`src/core/rtc_page_pkg.sv`:
```
// Constants and types for the paged register space
package rtc_page_pkg;
    localparam int DATA_W = 8;
    localparam int PAGE_W = 5;
    localparam int IDX_W = 3;
    localparam int PAGE_LSB = 3;
    localparam int MEM_AW = 6;
    localparam int MEM_DEPTH = 64;
    localparam int NUM_CNT = 7;
    localparam int CMD_READ_BIT = 7;
    localparam logic [4:0] NUM_PAGES = 5'h08;
    localparam logic [4:0] CLOCK_PAGE = 5'h01;
    localparam logic [4:0] ALARM_PAGE = 5'h02;
    // Registers present in each page 0..7 (RAM pages 0-4,7; EEPROM pages 5,6)
    localparam logic [3:0] PAGE_REGS [8] = '{4'h5, 4'h7, 4'h7, 4'h2, 4'h1, 4'h2, 4'h4, 4'h8};
    // Clock counters: seconds, minutes, hours, days, weekdays, months, years
    localparam logic [7:0] CNT_MIN [7] = '{8'h00, 8'h00, 8'h00, 8'h01, 8'h01, 8'h01, 8'h00};
    localparam logic [7:0] CNT_MAX [7] = '{8'h59, 8'h59, 8'h23, 8'h31, 8'h07, 8'h12, 8'h99};
    // Counter whose carry advances each counter (entry 0 is fed by the tick)
    localparam int CNT_SRC [7] = '{0, 0, 1, 2, 2, 3, 5};
    localparam logic [3:0] BCD_NINE = 4'h9;
    localparam logic [3:0] BCD_ZERO = 4'h0;
    localparam logic [3:0] BCD_ONE = 4'h1;
    localparam logic [2:0] LAST_BIT = 3'h7;
    localparam logic [2:0] BIT_ONE = 3'h1;
    localparam logic [2:0] IDX_ONE = 3'h1;
    localparam logic [7:0] BYTE_ZERO = 8'h00;

    typedef enum logic [1:0] {
        ST_CMD = 2'b00,
        ST_ADDR = 2'b01,
        ST_DATA = 2'b10
    } link_state_t;
endpackage : rtc_page_pkg

```
`src/core/bcd_counter.sv`:
```
// Two-digit BCD counter with load and carry
`timescale 1ns/1ns
`default_nettype none
module bcd_counter #(
    parameter logic [7:0] MIN_VAL = 8'h00,
    parameter logic [7:0] MAX_VAL = 8'h59
) (
    input wire logic clk_in,
    input wire logic sys_rst_in,
    input wire logic inc_in,
    input wire logic load_in,
    input wire logic [7:0] load_val_in,
    output logic [7:0] val_out,
    output logic carry_out
);
    import rtc_page_pkg::*;

    logic [7:0] val_ff;
    logic [7:0] nxt_val;

    always_comb begin
        nxt_val = val_ff;
        if (load_in) begin
            nxt_val = load_val_in;
        end else if (inc_in) begin
            if (val_ff == MAX_VAL) begin
                nxt_val = MIN_VAL;
            end else if (val_ff[3:0] == BCD_NINE) begin
                nxt_val = {val_ff[7:4] + BCD_ONE, BCD_ZERO}; // RULE8
            end else begin
                nxt_val = {val_ff[7:4], val_ff[3:0] + BCD_ONE}; // RULE8
            end
        end
    end

    always_ff @(posedge clk_in) begin
        if (sys_rst_in) begin
            val_ff <= MIN_VAL;
        end else begin
            val_ff <= nxt_val;
        end
    end

    assign val_out = val_ff;
    assign carry_out = inc_in & (val_ff == MAX_VAL);
endmodule : bcd_counter
`default_nettype wire

```
`src/core/rtc_page_regs.sv`:
```
// Serial-accessed paged register space with frozen clock counters
`timescale 1ns/1ns
`default_nettype none
// Functional notes
// RULE1: Address bits 7..3 select the page.
// RULE2: Address bits 2..0 select the register within the page.
// RULE3: Thirty volatile byte registers spread over six pages.
// RULE4: Six non-volatile byte registers spread over two pages.
// RULE5: Page number stays fixed for the whole access.
// RULE6: Register index advances automatically between consecutive bytes.
// RULE7: Counters freeze while the interface is active.
// RULE8: Clock and alarm time registers hold BCD values.
// RULE9: Other registers hold plain bits or binary values.
// RULE10: Word address advances once after every data byte.
// RULE11: Page one, addresses 08h..0Eh, holds seconds through years.
// RULE12: Page two, addresses 10h..16h, holds alarm match registers.
// RULE13: Index wraps seven to zero without touching the page.
// RULE14: Chip enable low releases counters and applies a pending tick.
module rtc_page_regs
    import rtc_page_pkg::*;
(
    input wire logic clk_in,
    input wire logic sys_rst_in,
    input wire logic ce_in,
    input wire logic scl_in,
    input wire logic sdi_in,
    input wire logic sec_tick_in,
    output logic sdo_out,
    output logic sdo_oe_out,
    output logic freeze_out
);
    // ****************************************
    // Declarations
    // ****************************************
    link_state_t st_ff, nxt_st;
    logic [2:0] bit_ff, nxt_bit;
    logic [7:0] rx_ff, nxt_rx;
    logic [7:0] tx_ff, nxt_tx;
    logic read_ff, nxt_read;
    logic load_pend_ff, nxt_load_pend;
    logic scl_ff, nxt_scl;
    logic pend_tick_ff, nxt_pend_tick;
    logic [PAGE_W-1:0] page_ff, nxt_page;
    logic [IDX_W-1:0] idx_ff, nxt_idx;
    logic [7:0] mem_ff [MEM_DEPTH];
    logic [7:0] cnt_val [NUM_CNT];
    logic [NUM_CNT-1:0] cnt_inc;
    logic [NUM_CNT-1:0] cnt_carry;
    logic [NUM_CNT-1:0] cnt_load;
    logic [7:0] rx_byte;
    logic [7:0] rd_data;
    logic [MEM_AW-1:0] mem_addr;
    logic scl_rise;
    logic scl_fall;
    logic byte_done;
    logic impl;
    logic wr_en;
    logic tick_go;

    // ****************************************
    // Address decode and read path
    // ****************************************
    assign scl_rise = scl_in & ~scl_ff;
    assign scl_fall = ~scl_in & scl_ff;
    assign rx_byte = {rx_ff[6:0], sdi_in};
    assign byte_done = ce_in & scl_rise & (bit_ff == LAST_BIT);
    assign mem_addr = {page_ff[2:0], idx_ff}; // RULE1 RULE2
    // RULE3 RULE4 RULE11 RULE12
    assign impl = (page_ff < NUM_PAGES) && ({1'b0, idx_ff} < PAGE_REGS[page_ff[2:0]]);
    assign wr_en = byte_done & (st_ff == ST_DATA) & ~read_ff & impl;

    always_comb begin
        rd_data = BYTE_ZERO;
        if (impl) begin
            if (page_ff == CLOCK_PAGE) begin
                rd_data = cnt_val[idx_ff]; // RULE11
            end else begin
                rd_data = mem_ff[mem_addr]; // RULE9
            end
        end
    end

    // ****************************************
    // Clock counters
    // ****************************************
    // One tick during an access waits until chip enable drops; further ticks in that access are merged into it
    assign tick_go = (sec_tick_in | pend_tick_ff) & ~ce_in; // RULE7 RULE14
    assign nxt_pend_tick = ce_in & (pend_tick_ff | sec_tick_in); // RULE14
    assign freeze_out = ce_in; // RULE7

    for (genvar i = 0; i < NUM_CNT; i++) begin : g_cnt
        if (i == 0) begin : g_first
            assign cnt_inc[i] = tick_go;
        end else begin : g_next
            assign cnt_inc[i] = cnt_carry[CNT_SRC[i]];
        end
        assign cnt_load[i] = wr_en & (page_ff == CLOCK_PAGE) & (idx_ff == IDX_W'(i)); // RULE11
        bcd_counter #(
            .MIN_VAL(CNT_MIN[i]),
            .MAX_VAL(CNT_MAX[i])
        ) u_cnt (
            .clk_in(clk_in),
            .sys_rst_in(sys_rst_in),
            .inc_in(cnt_inc[i]),
            .load_in(cnt_load[i]),
            .load_val_in(rx_byte),
            .val_out(cnt_val[i]),
            .carry_out(cnt_carry[i])
        ); // RULE8
    end

    // ****************************************
    // Register storage
    // ****************************************
    always_ff @(posedge clk_in) begin
        if (sys_rst_in) begin
            for (int k = 0; k < MEM_DEPTH; k++) begin
                mem_ff[k] <= BYTE_ZERO;
            end
        end else if (wr_en && (page_ff != CLOCK_PAGE)) begin
            mem_ff[mem_addr] <= rx_byte; // RULE3 RULE4 RULE9 RULE12
        end
    end

    // ****************************************
    // Serial access sequencer
    // ****************************************
    always_comb begin
        nxt_st = st_ff;
        nxt_bit = bit_ff;
        nxt_rx = rx_ff;
        nxt_tx = tx_ff;
        nxt_read = read_ff;
        nxt_load_pend = load_pend_ff;
        nxt_page = page_ff;
        nxt_idx = idx_ff;
        nxt_scl = scl_in;
        if (!ce_in) begin
            nxt_st = ST_CMD;
            nxt_bit = 3'h0;
            nxt_read = 1'b0;
            nxt_load_pend = 1'b0;
        end else begin
            if (scl_rise) begin
                nxt_rx = rx_byte;
                nxt_bit = bit_ff + BIT_ONE;
                if (bit_ff == LAST_BIT) begin
                    unique case (st_ff)
                        ST_CMD: begin
                            nxt_read = rx_byte[CMD_READ_BIT];
                            nxt_st = ST_ADDR;
                        end
                        ST_ADDR: begin
                            nxt_page = rx_byte[7:PAGE_LSB]; // RULE1
                            nxt_idx = rx_byte[PAGE_LSB-1:0]; // RULE2
                            nxt_load_pend = read_ff;
                            nxt_st = ST_DATA;
                        end
                        ST_DATA: begin
                            // Page untouched here, index wraps at seven
                            nxt_idx = idx_ff + IDX_ONE; // RULE5 RULE6 RULE10 RULE13
                            nxt_load_pend = read_ff;
                        end
                        default: begin
                            nxt_st = ST_CMD;
                        end
                    endcase
                end
            end
            if (scl_fall) begin
                if (load_pend_ff) begin
                    nxt_tx = rd_data;
                    nxt_load_pend = 1'b0;
                end else begin
                    nxt_tx = {tx_ff[6:0], 1'b0};
                end
            end
        end
    end

    always_ff @(posedge clk_in) begin
        if (sys_rst_in) begin
            st_ff <= ST_CMD;
            bit_ff <= 3'h0;
            rx_ff <= BYTE_ZERO;
            tx_ff <= BYTE_ZERO;
            read_ff <= 1'b0;
            load_pend_ff <= 1'b0;
            page_ff <= 5'h00;
            idx_ff <= 3'h0;
            scl_ff <= 1'b0;
            pend_tick_ff <= 1'b0;
        end else begin
            st_ff <= nxt_st;
            bit_ff <= nxt_bit;
            rx_ff <= nxt_rx;
            tx_ff <= nxt_tx;
            read_ff <= nxt_read;
            load_pend_ff <= nxt_load_pend;
            page_ff <= nxt_page;
            idx_ff <= nxt_idx;
            scl_ff <= nxt_scl;
            pend_tick_ff <= nxt_pend_tick;
        end
    end

    assign sdo_out = tx_ff[7];
    assign sdo_oe_out = ce_in & read_ff & (st_ff == ST_DATA);
endmodule : rtc_page_regs
`default_nettype wire

```
`config.mk`:
```
export PLATFORM = sky130hd
export DESIGN_NAME = rtc_page_regs
export DESIGN_NICKNAME = d
export VERILOG_FILES = /design/src/core/rtc_page_pkg.sv /design/src/core/bcd_counter.sv /design/src/core/rtc_page_regs.sv
export SDC_FILE = /design/constraint.sdc
export NUM_CORES = 1
export LEC_CHECK = 0
export BUFFER_PORTS_ARGS = -buffer_cell sky130_fd_sc_hd__buf_2
export CAP_MARGIN = 25
export CORE_UTILIZATION = 50
export DETAILED_ROUTE_END_ITERATION = 7
export GPL_TIMING_DRIVEN = 0
export PLACE_DENSITY_LB_ADDON = 0.08
export SKIP_CTS_REPAIR_TIMING = 1
export SYNTH_ARGS = -nofsm -noshare
export SYNTH_HDL_FRONTEND = slang
export SYNTH_SLANG_ARGS = --single-unit
```
`constraint.sdc`:
```
create_clock -name clk_in -period 4.8 [get_ports clk_in]
set_input_delay 0.72 -clock clk_in [delete_from_list [all_inputs] [get_ports clk_in]]
set_output_delay 0.72 -clock clk_in [all_outputs]
set_load 0.01 [all_outputs]
```
Word-level counts from Yosys, hierarchy flattened:

Memories as Yosys holds them, arrays and structs flattened.
Index checks and enable logic that the tools add are counted.

* memory bits (read-only): 32
* output and inout bits: 3
* RAM bits: 512
* memories kept: 2
* register bits: 88
* input port bits: 6

Memory list
* mem_ff: words 64, width 8, rd ports 1, clocked after Yosys merged registers in 0, wr ports 64, line rtc_page_regs.sv:45 `logic [7:0] mem_ff [MEM_DEPTH];`
* (no name shown): words 8, width 4, rd ports 1, clocked after Yosys merged registers in 0, wr ports 0, line rtc_page_regs.sv:69 `assign impl = (page_ff < NUM_PAGES) && ({1'b0, idx_ff} < PAGE_REGS[page_ff[2:0]]);`

* bitwise operators: 32
* magnitude comparators: 4
* mux-type cells: 51
* add/sub/neg operators: 16
* eq/ne operators: 25
* reduce and logical (&&, ||, !) cells: 35

Operator list (number)
* $mux 8: 34
* $add 4x1->4 const B: 14
* $eq 4x4->1 const B: 7
* $and 1x1->1: 24
* $bmux 8 s3: 1
* $reduce_bool 3->1: 7
* $reduce_and 2->1: 9
* $eq 8x6->1 const B: 2
* $eq 8x7->1 const B: 2
* $reduce_bool 2->1: 8
* $eq 3x3->1 const B: 4
* $mux 1: 11
* $eq 8x3->1 const B: 1
* $eq 8x5->1 const B: 1
* $eq 8x8->1 const B: 1
* $ge 4x4->1 const B: 2
* $mux 4: 2
* $not 3->4: 2
* $reduce_and 4->1: 2
* $reduce_or 8->1: 1
* $add 3x1->3 const B: 2
* $eq 3x2->1 const B: 2
* $mux 6: 1
* $pmux 2 s3: 1
* other kinds (15): 22

Depth between registers and ports, before layout:

* depth in word-level cells: 13
* depth in mapped cells: 13
* depth with buffers taken out: 9

By module:

From an unflattened synthesis, not the netlist that was laid out.

* cells, all modules: 2261
* area total of the unflattened synthesis: 27995.6 µm²

Modules (own cells, without submodules)
* rtc_page_regs: instances 1, area an instance 24304.6 µm², cells each 1820
* bcd_counter at g_cnt[0].u_cnt ...: instances 2, area an instance 476.7 µm², cells each 59
* bcd_counter at g_cnt[3].u_cnt: instances 1, area an instance 561.8 µm², cells each 64
* bcd_counter at g_cnt[2].u_cnt: instances 1, area an instance 551.8 µm², cells each 63
* bcd_counter at g_cnt[6].u_cnt: instances 1, area an instance 551.8 µm², cells each 64
* bcd_counter at g_cnt[4].u_cnt: instances 1, area an instance 545.5 µm², cells each 67
* bcd_counter at g_cnt[5].u_cnt: instances 1, area an instance 526.8 µm², cells each 65

Least setup slack after synthesis:

Ideal clock, no wire load.

* path type: reg-to-reg
* start: register page_ff[1]
* end: memory mem_ff[33][0], enable pin
* slack: 1.928 ns
* clock period less this slack: 2.872 ns
* arrival: 2.563 ns
* stages on the path, launching flop included: 12
* data required time: 4.491 ns
* buffers on the path: 2
* library setup time: 0.309 ns
* cells stage by stage: dfxtp_1 buf_2 clkbuf_1 nand2_1 o21ai_0 ha_1 a21oi_1 nor2_1 nor4_4 nand2_1 nor2_2 or2_2

RTL lines
* start: declaration: line rtc_page_regs.sv:43 `logic [PAGE_W-1:0] page_ff, nxt_page;`
* start signal: assignment: line rtc_page_regs.sv:200 `page_ff <= nxt_page;`
* end: declaration: line rtc_page_regs.sv:45

==> summary.txt <==
Pwr
  • Sw Ratio: 22.2%
  • Combinational Power Share: 3.3%
  • Clock share of power: 43.9%
  • Leak: 10.2 nW
  • PwrDens: 338 nW/um^2
  • Max VDD drop: 0.267 mV
  • P_int: 0.00779 W
  • Switching power: 0.00223 W
  • Sequential share of power: 52.8%

Synthesis
  • Register bit total from synthesis: 536
  • EDFF count, synth: 448
  • Post-Synth Adder-Cell Area: 1.68%
  • Post-Syn Area per Cell: 11.9 sq um
  • Cell taking the most area after synthesis: edfxtp_1
  • Synth cell types: 80
  • Main combinational cell family by area after synthesis: simple AND/OR/NAND/NOR gates
  • FFs w/ async S/R, synth: 0%
  • Mux contribution to synthesized area: 8.96%
  • Sequential share of the synthesized area: 57.0%
  • Compound-Gate Fraction of Synth Area: 8.00%
  • Synth top area cells: edfxtp_1 50%, and2_1 11%, dfxtp_1 6.6%
  • Synth top area share: 50.4%
  • Xor-xnor portion of the synthesized cell area: 0.328%
  • Ys flop type: edfxtp_1
  • Synth Warn #: 0
  • Syn Nets: 2283
  • Synth Area in Simple Gates: 21.1%
  • Mapped Area: 26700 sq um
  • Synthesized netlist cell count: 2242

Place
  • HPWL after DPL: 71500 um
  • GPL Wtd Cong: 1.01
  • IO buf count: 7
  • Worst slack, placed: -0.129 ns
  • Placement Cell Area: 27800 sq um
  • Placed cells: 2950

Worst setup path
  • Crit path DAT: 5.16 ns
  • R2R cell count: 5
  • Crit path max-delay cell type: nand3_1
  • Critical Path End Type: register
  • R2R setup slack: -0.06 ns
  • Slowest stage delay, CP: 1.14 ns
  • Crit path to: mem_ff[45][4]
  • Largest delay share family, worst path: simple AND/OR/NAND/NOR gates
  • CP required: 5.10 ns
  • Class of the most critical setup path: reg2reg
  • Reg-to-reg endpoint: mem_ff[45][4]
  • Worst setup startpoint: idx_ff[2]
  • Startpoint Class: register
  • Buf/Inv on CP: 2
  • Critical path depth in cells: 5
  • Cell Chain, Critical Path: buf_2, buf_1, nand3_1, nor2_1, or2_2
  • Reg2reg start: idx_ff[2]
  • Critical Path Fanout Max: 10

STA
  • Hold Vio Cnt, Final: 0
  • Clock skew: 0.0312 ns
  • F_max: 0.206 GHz
  • Slew Limit Fails: 0
  • Least-Margin Pin Slew: 1.22 ns
  • Slew headroom: 18.5%
  • Setup ws final: -0.0571 ns
  • Final setup viols: 8
  • Min cycle time layout: 4.86 ns
  • Setup_tns: -0.419 ns
  • Final Cycle Share: 101%
  • RSZ-0062 raised after global routing: no

Clocking
  • # clock sinks: 536
  • Clk Latency, worst-skew pair: 0.65 ns
  • Cts bufs inserted: 57
  • H-tree levels: 2
  • Clock Path Buffers: 3
  • Root Buffer: clkbuf_16
  • CTS tree: yes
  • Clock transition at the registers of the reported paths: 0.06 ns

Die
  • Die height: 233 um
  • I/O pin count: 9
  • Die width: 233 um
  • Core box area: 52700 sq um
  • FP Rows: 84
  • Starting Density: 50.7%
  • Die area: 54300 sq um

Route
  • Top Layer Used: met4
  • Met3 wire length: 12600 um
  • Met2 wire len: 43600 um
  • Drt pass-1 iters: 8
  • DR vias: 20067
  • DRT iter0 DRCs: 2964
  • Routed wire per std cell: 33.5 um
  • Vias per inst: 6.55
  • # DRC: 0
  • Drt total wl: 103000 um
  • Met1 wire length: 39600 um
  • Antenna-violating nets left: 0

Global route
  • Pin count of the biggest net entering global routing: 15
  • Global-route wire length before repair: 144000 um
  • Initial antenna violation count: 4
  • Number of global-route vias before repair: 19171
  • GRT Total Usage: 38.3%
  • Remaining global-route overflow: 0

Status
  • Status: complete, but fails checks
  • Failing checks: negative setup slack

Finish
  • Fraction of layout cells with a size suffix above 1: 14.9%
  • # fillers: 4475
  • Area Growth Syn to Fin: 11.0%
  • Post-Layout Cell Count: 3062
  • # nets final: 2368
  • Fin area: 29600 sq um

Hold path
  • Hold Path Class: in2reg

Run
  • MaxCap Viol Count: 0
-- flip-flops by register name (all words and copies together) (netlist names) --
register and flops:
idx_ff 3, pend_tick_ff 1, st_ff 2, load_pend_ff 1, read_ff 1, page_ff 5
scl_ff 1, rx_ff 7, tx_ff 8, mem_ff 448, g_cnt.u_cnt.val_out 56, bit_ff 3
-- worst register-to-register path, delay by kind of cell, from the launching register on --
family | cells | cell delay (ns)
buf+inv | 2 | 1.43
simple gates | 3 | 2.43
flops | 1 | 0.64
-- routing by layer --
metal	up-vias	track usage (%)
li1	8369	-
met1	9921	51.3
met2	1408	55.6
met3	369	10.3
met4	0	22.7
met5	-	0
-- how the worst min path moves through the flow --
stage / from / endpoint / slack, ns / cells past startpoint
5_1_grt: sec_tick_in / pend_tick_ff / 0.36 / 3
3_5_place_dp: tx_ff[0] / tx_ff[0] / 0.48 / 2
6_report: sec_tick_in / pend_tick_ff / 0.33 / 3
4_1_cts: sec_tick_in / pend_tick_ff / 0.34 / 3
2_1_floorplan: tx_ff[0] / tx_ff[0] / 0.45 / 2
3_3_place_gp: pend_tick_ff / pend_tick_ff / 0.47 / 2
-- cell families after synthesis --
logic type / after synthesis
fa+ha+maj: 36
flops: 536
mux: 159
buf+inv: 193
xor+xnor: 10
simple gates: 993
compound gates: 315
-- cell usage after synthesis (5+ instances only) --
| library cell | count |
|---|---|
| buf_4 | 7 |
| or2_2 | 63 |
| nor4_1 | 7 |
| a221oi_1 | 6 |
| edfxtp_1 | 448 |
| mux2_2 | 39 |
| o221ai_1 | 26 |
| ha_1 | 35 |
| o21ai_0 | 37 |
| inv_1 | 29 |
| nand4_1 | 16 |
| clkbuf_1 | 116 |
| and2_1 | 456 |
| nor2b_1 | 13 |
| a22oi_1 | 6 |
| o21bai_1 | 7 |
| nand2_1 | 87 |
| o211ai_1 | 6 |
| nand2b_1 | 13 |
| o31ai_1 | 6 |
| nand3_1 | 52 |
| nor2_2 | 24 |
| dfxtp_1 | 88 |
| nor4b_1 | 5 |
| xnor2_1 | 6 |
| mux2i_1 | 60 |
| o22ai_1 | 49 |
| o22a_1 | 6 |
| and3_1 | 18 |
| mux4_2 | 60 |
| a211oi_1 | 38 |
| nor3_1 | 36 |
| buf_2 | 36 |
| a31oi_1 | 9 |
| or3_1 | 11 |
| nand3b_1 | 11 |
| a21oi_1 | 72 |
| a311oi_1 | 5 |
| a211o_1 | 5 |
| nor2_1 | 154 |
-- power by group through the flow --
stage               Combinational [W]  Sequential (W)  Clock [W]
CTS                          0.000327         0.00529    0.00438
detailed placement           0.000325         0.00538          0
global placement             0.000321         0.00537          0
finish                       0.000334         0.00529    0.00439
floorplan                    0.000194         0.00535          0
global route                 0.000345         0.00530    0.00456
-- cell usage in the layout (no fill, tap or decap), drive strengths merged, types with 38 or more instances in the layout --
cell type	n
and2	456
edfxtp	448
clkbuf	190
nor2	178
dfxtp	88
nand2	87
buf	73
a21oi	72
or2	63
mux2i	60
mux4	60
nand3	52
o22ai	49
mux2	39
a211oi	38
-- through the flow --
stage	hold WS, ns	total power (W)	utilization, %
after CTS	0.342	0.00999	56.1
after global routing	0.365	0.0102	56.2
after floorplan	0.452	0.00554	-
after detailed placement	0.477	0.00571	52.7
after global placement	0.473	0.00569	52.4
final	0.333	0.0100	56.3
-- final cells by class --
cell class | instances | area, sq um | share of cell area (%)
Multi-Input combinational cell | 1513 | 10700 | 36.1
Sequential cell | 536 | 15200 | 51.3
Timing Repair Buffer | 26 | 272 | 0.916
Tap cell | 688 | 861 | 2.91
Clock buffer | 74 | 1550 | 5.24
Antenna cell | 7 | 17.5 | 0.0591
Clock inverter | 25 | 223 | 0.752
Buffer | 163 | 684 | 2.31
Inverter | 30 | 113 | 0.380
(Power assumes the default switching activity.)
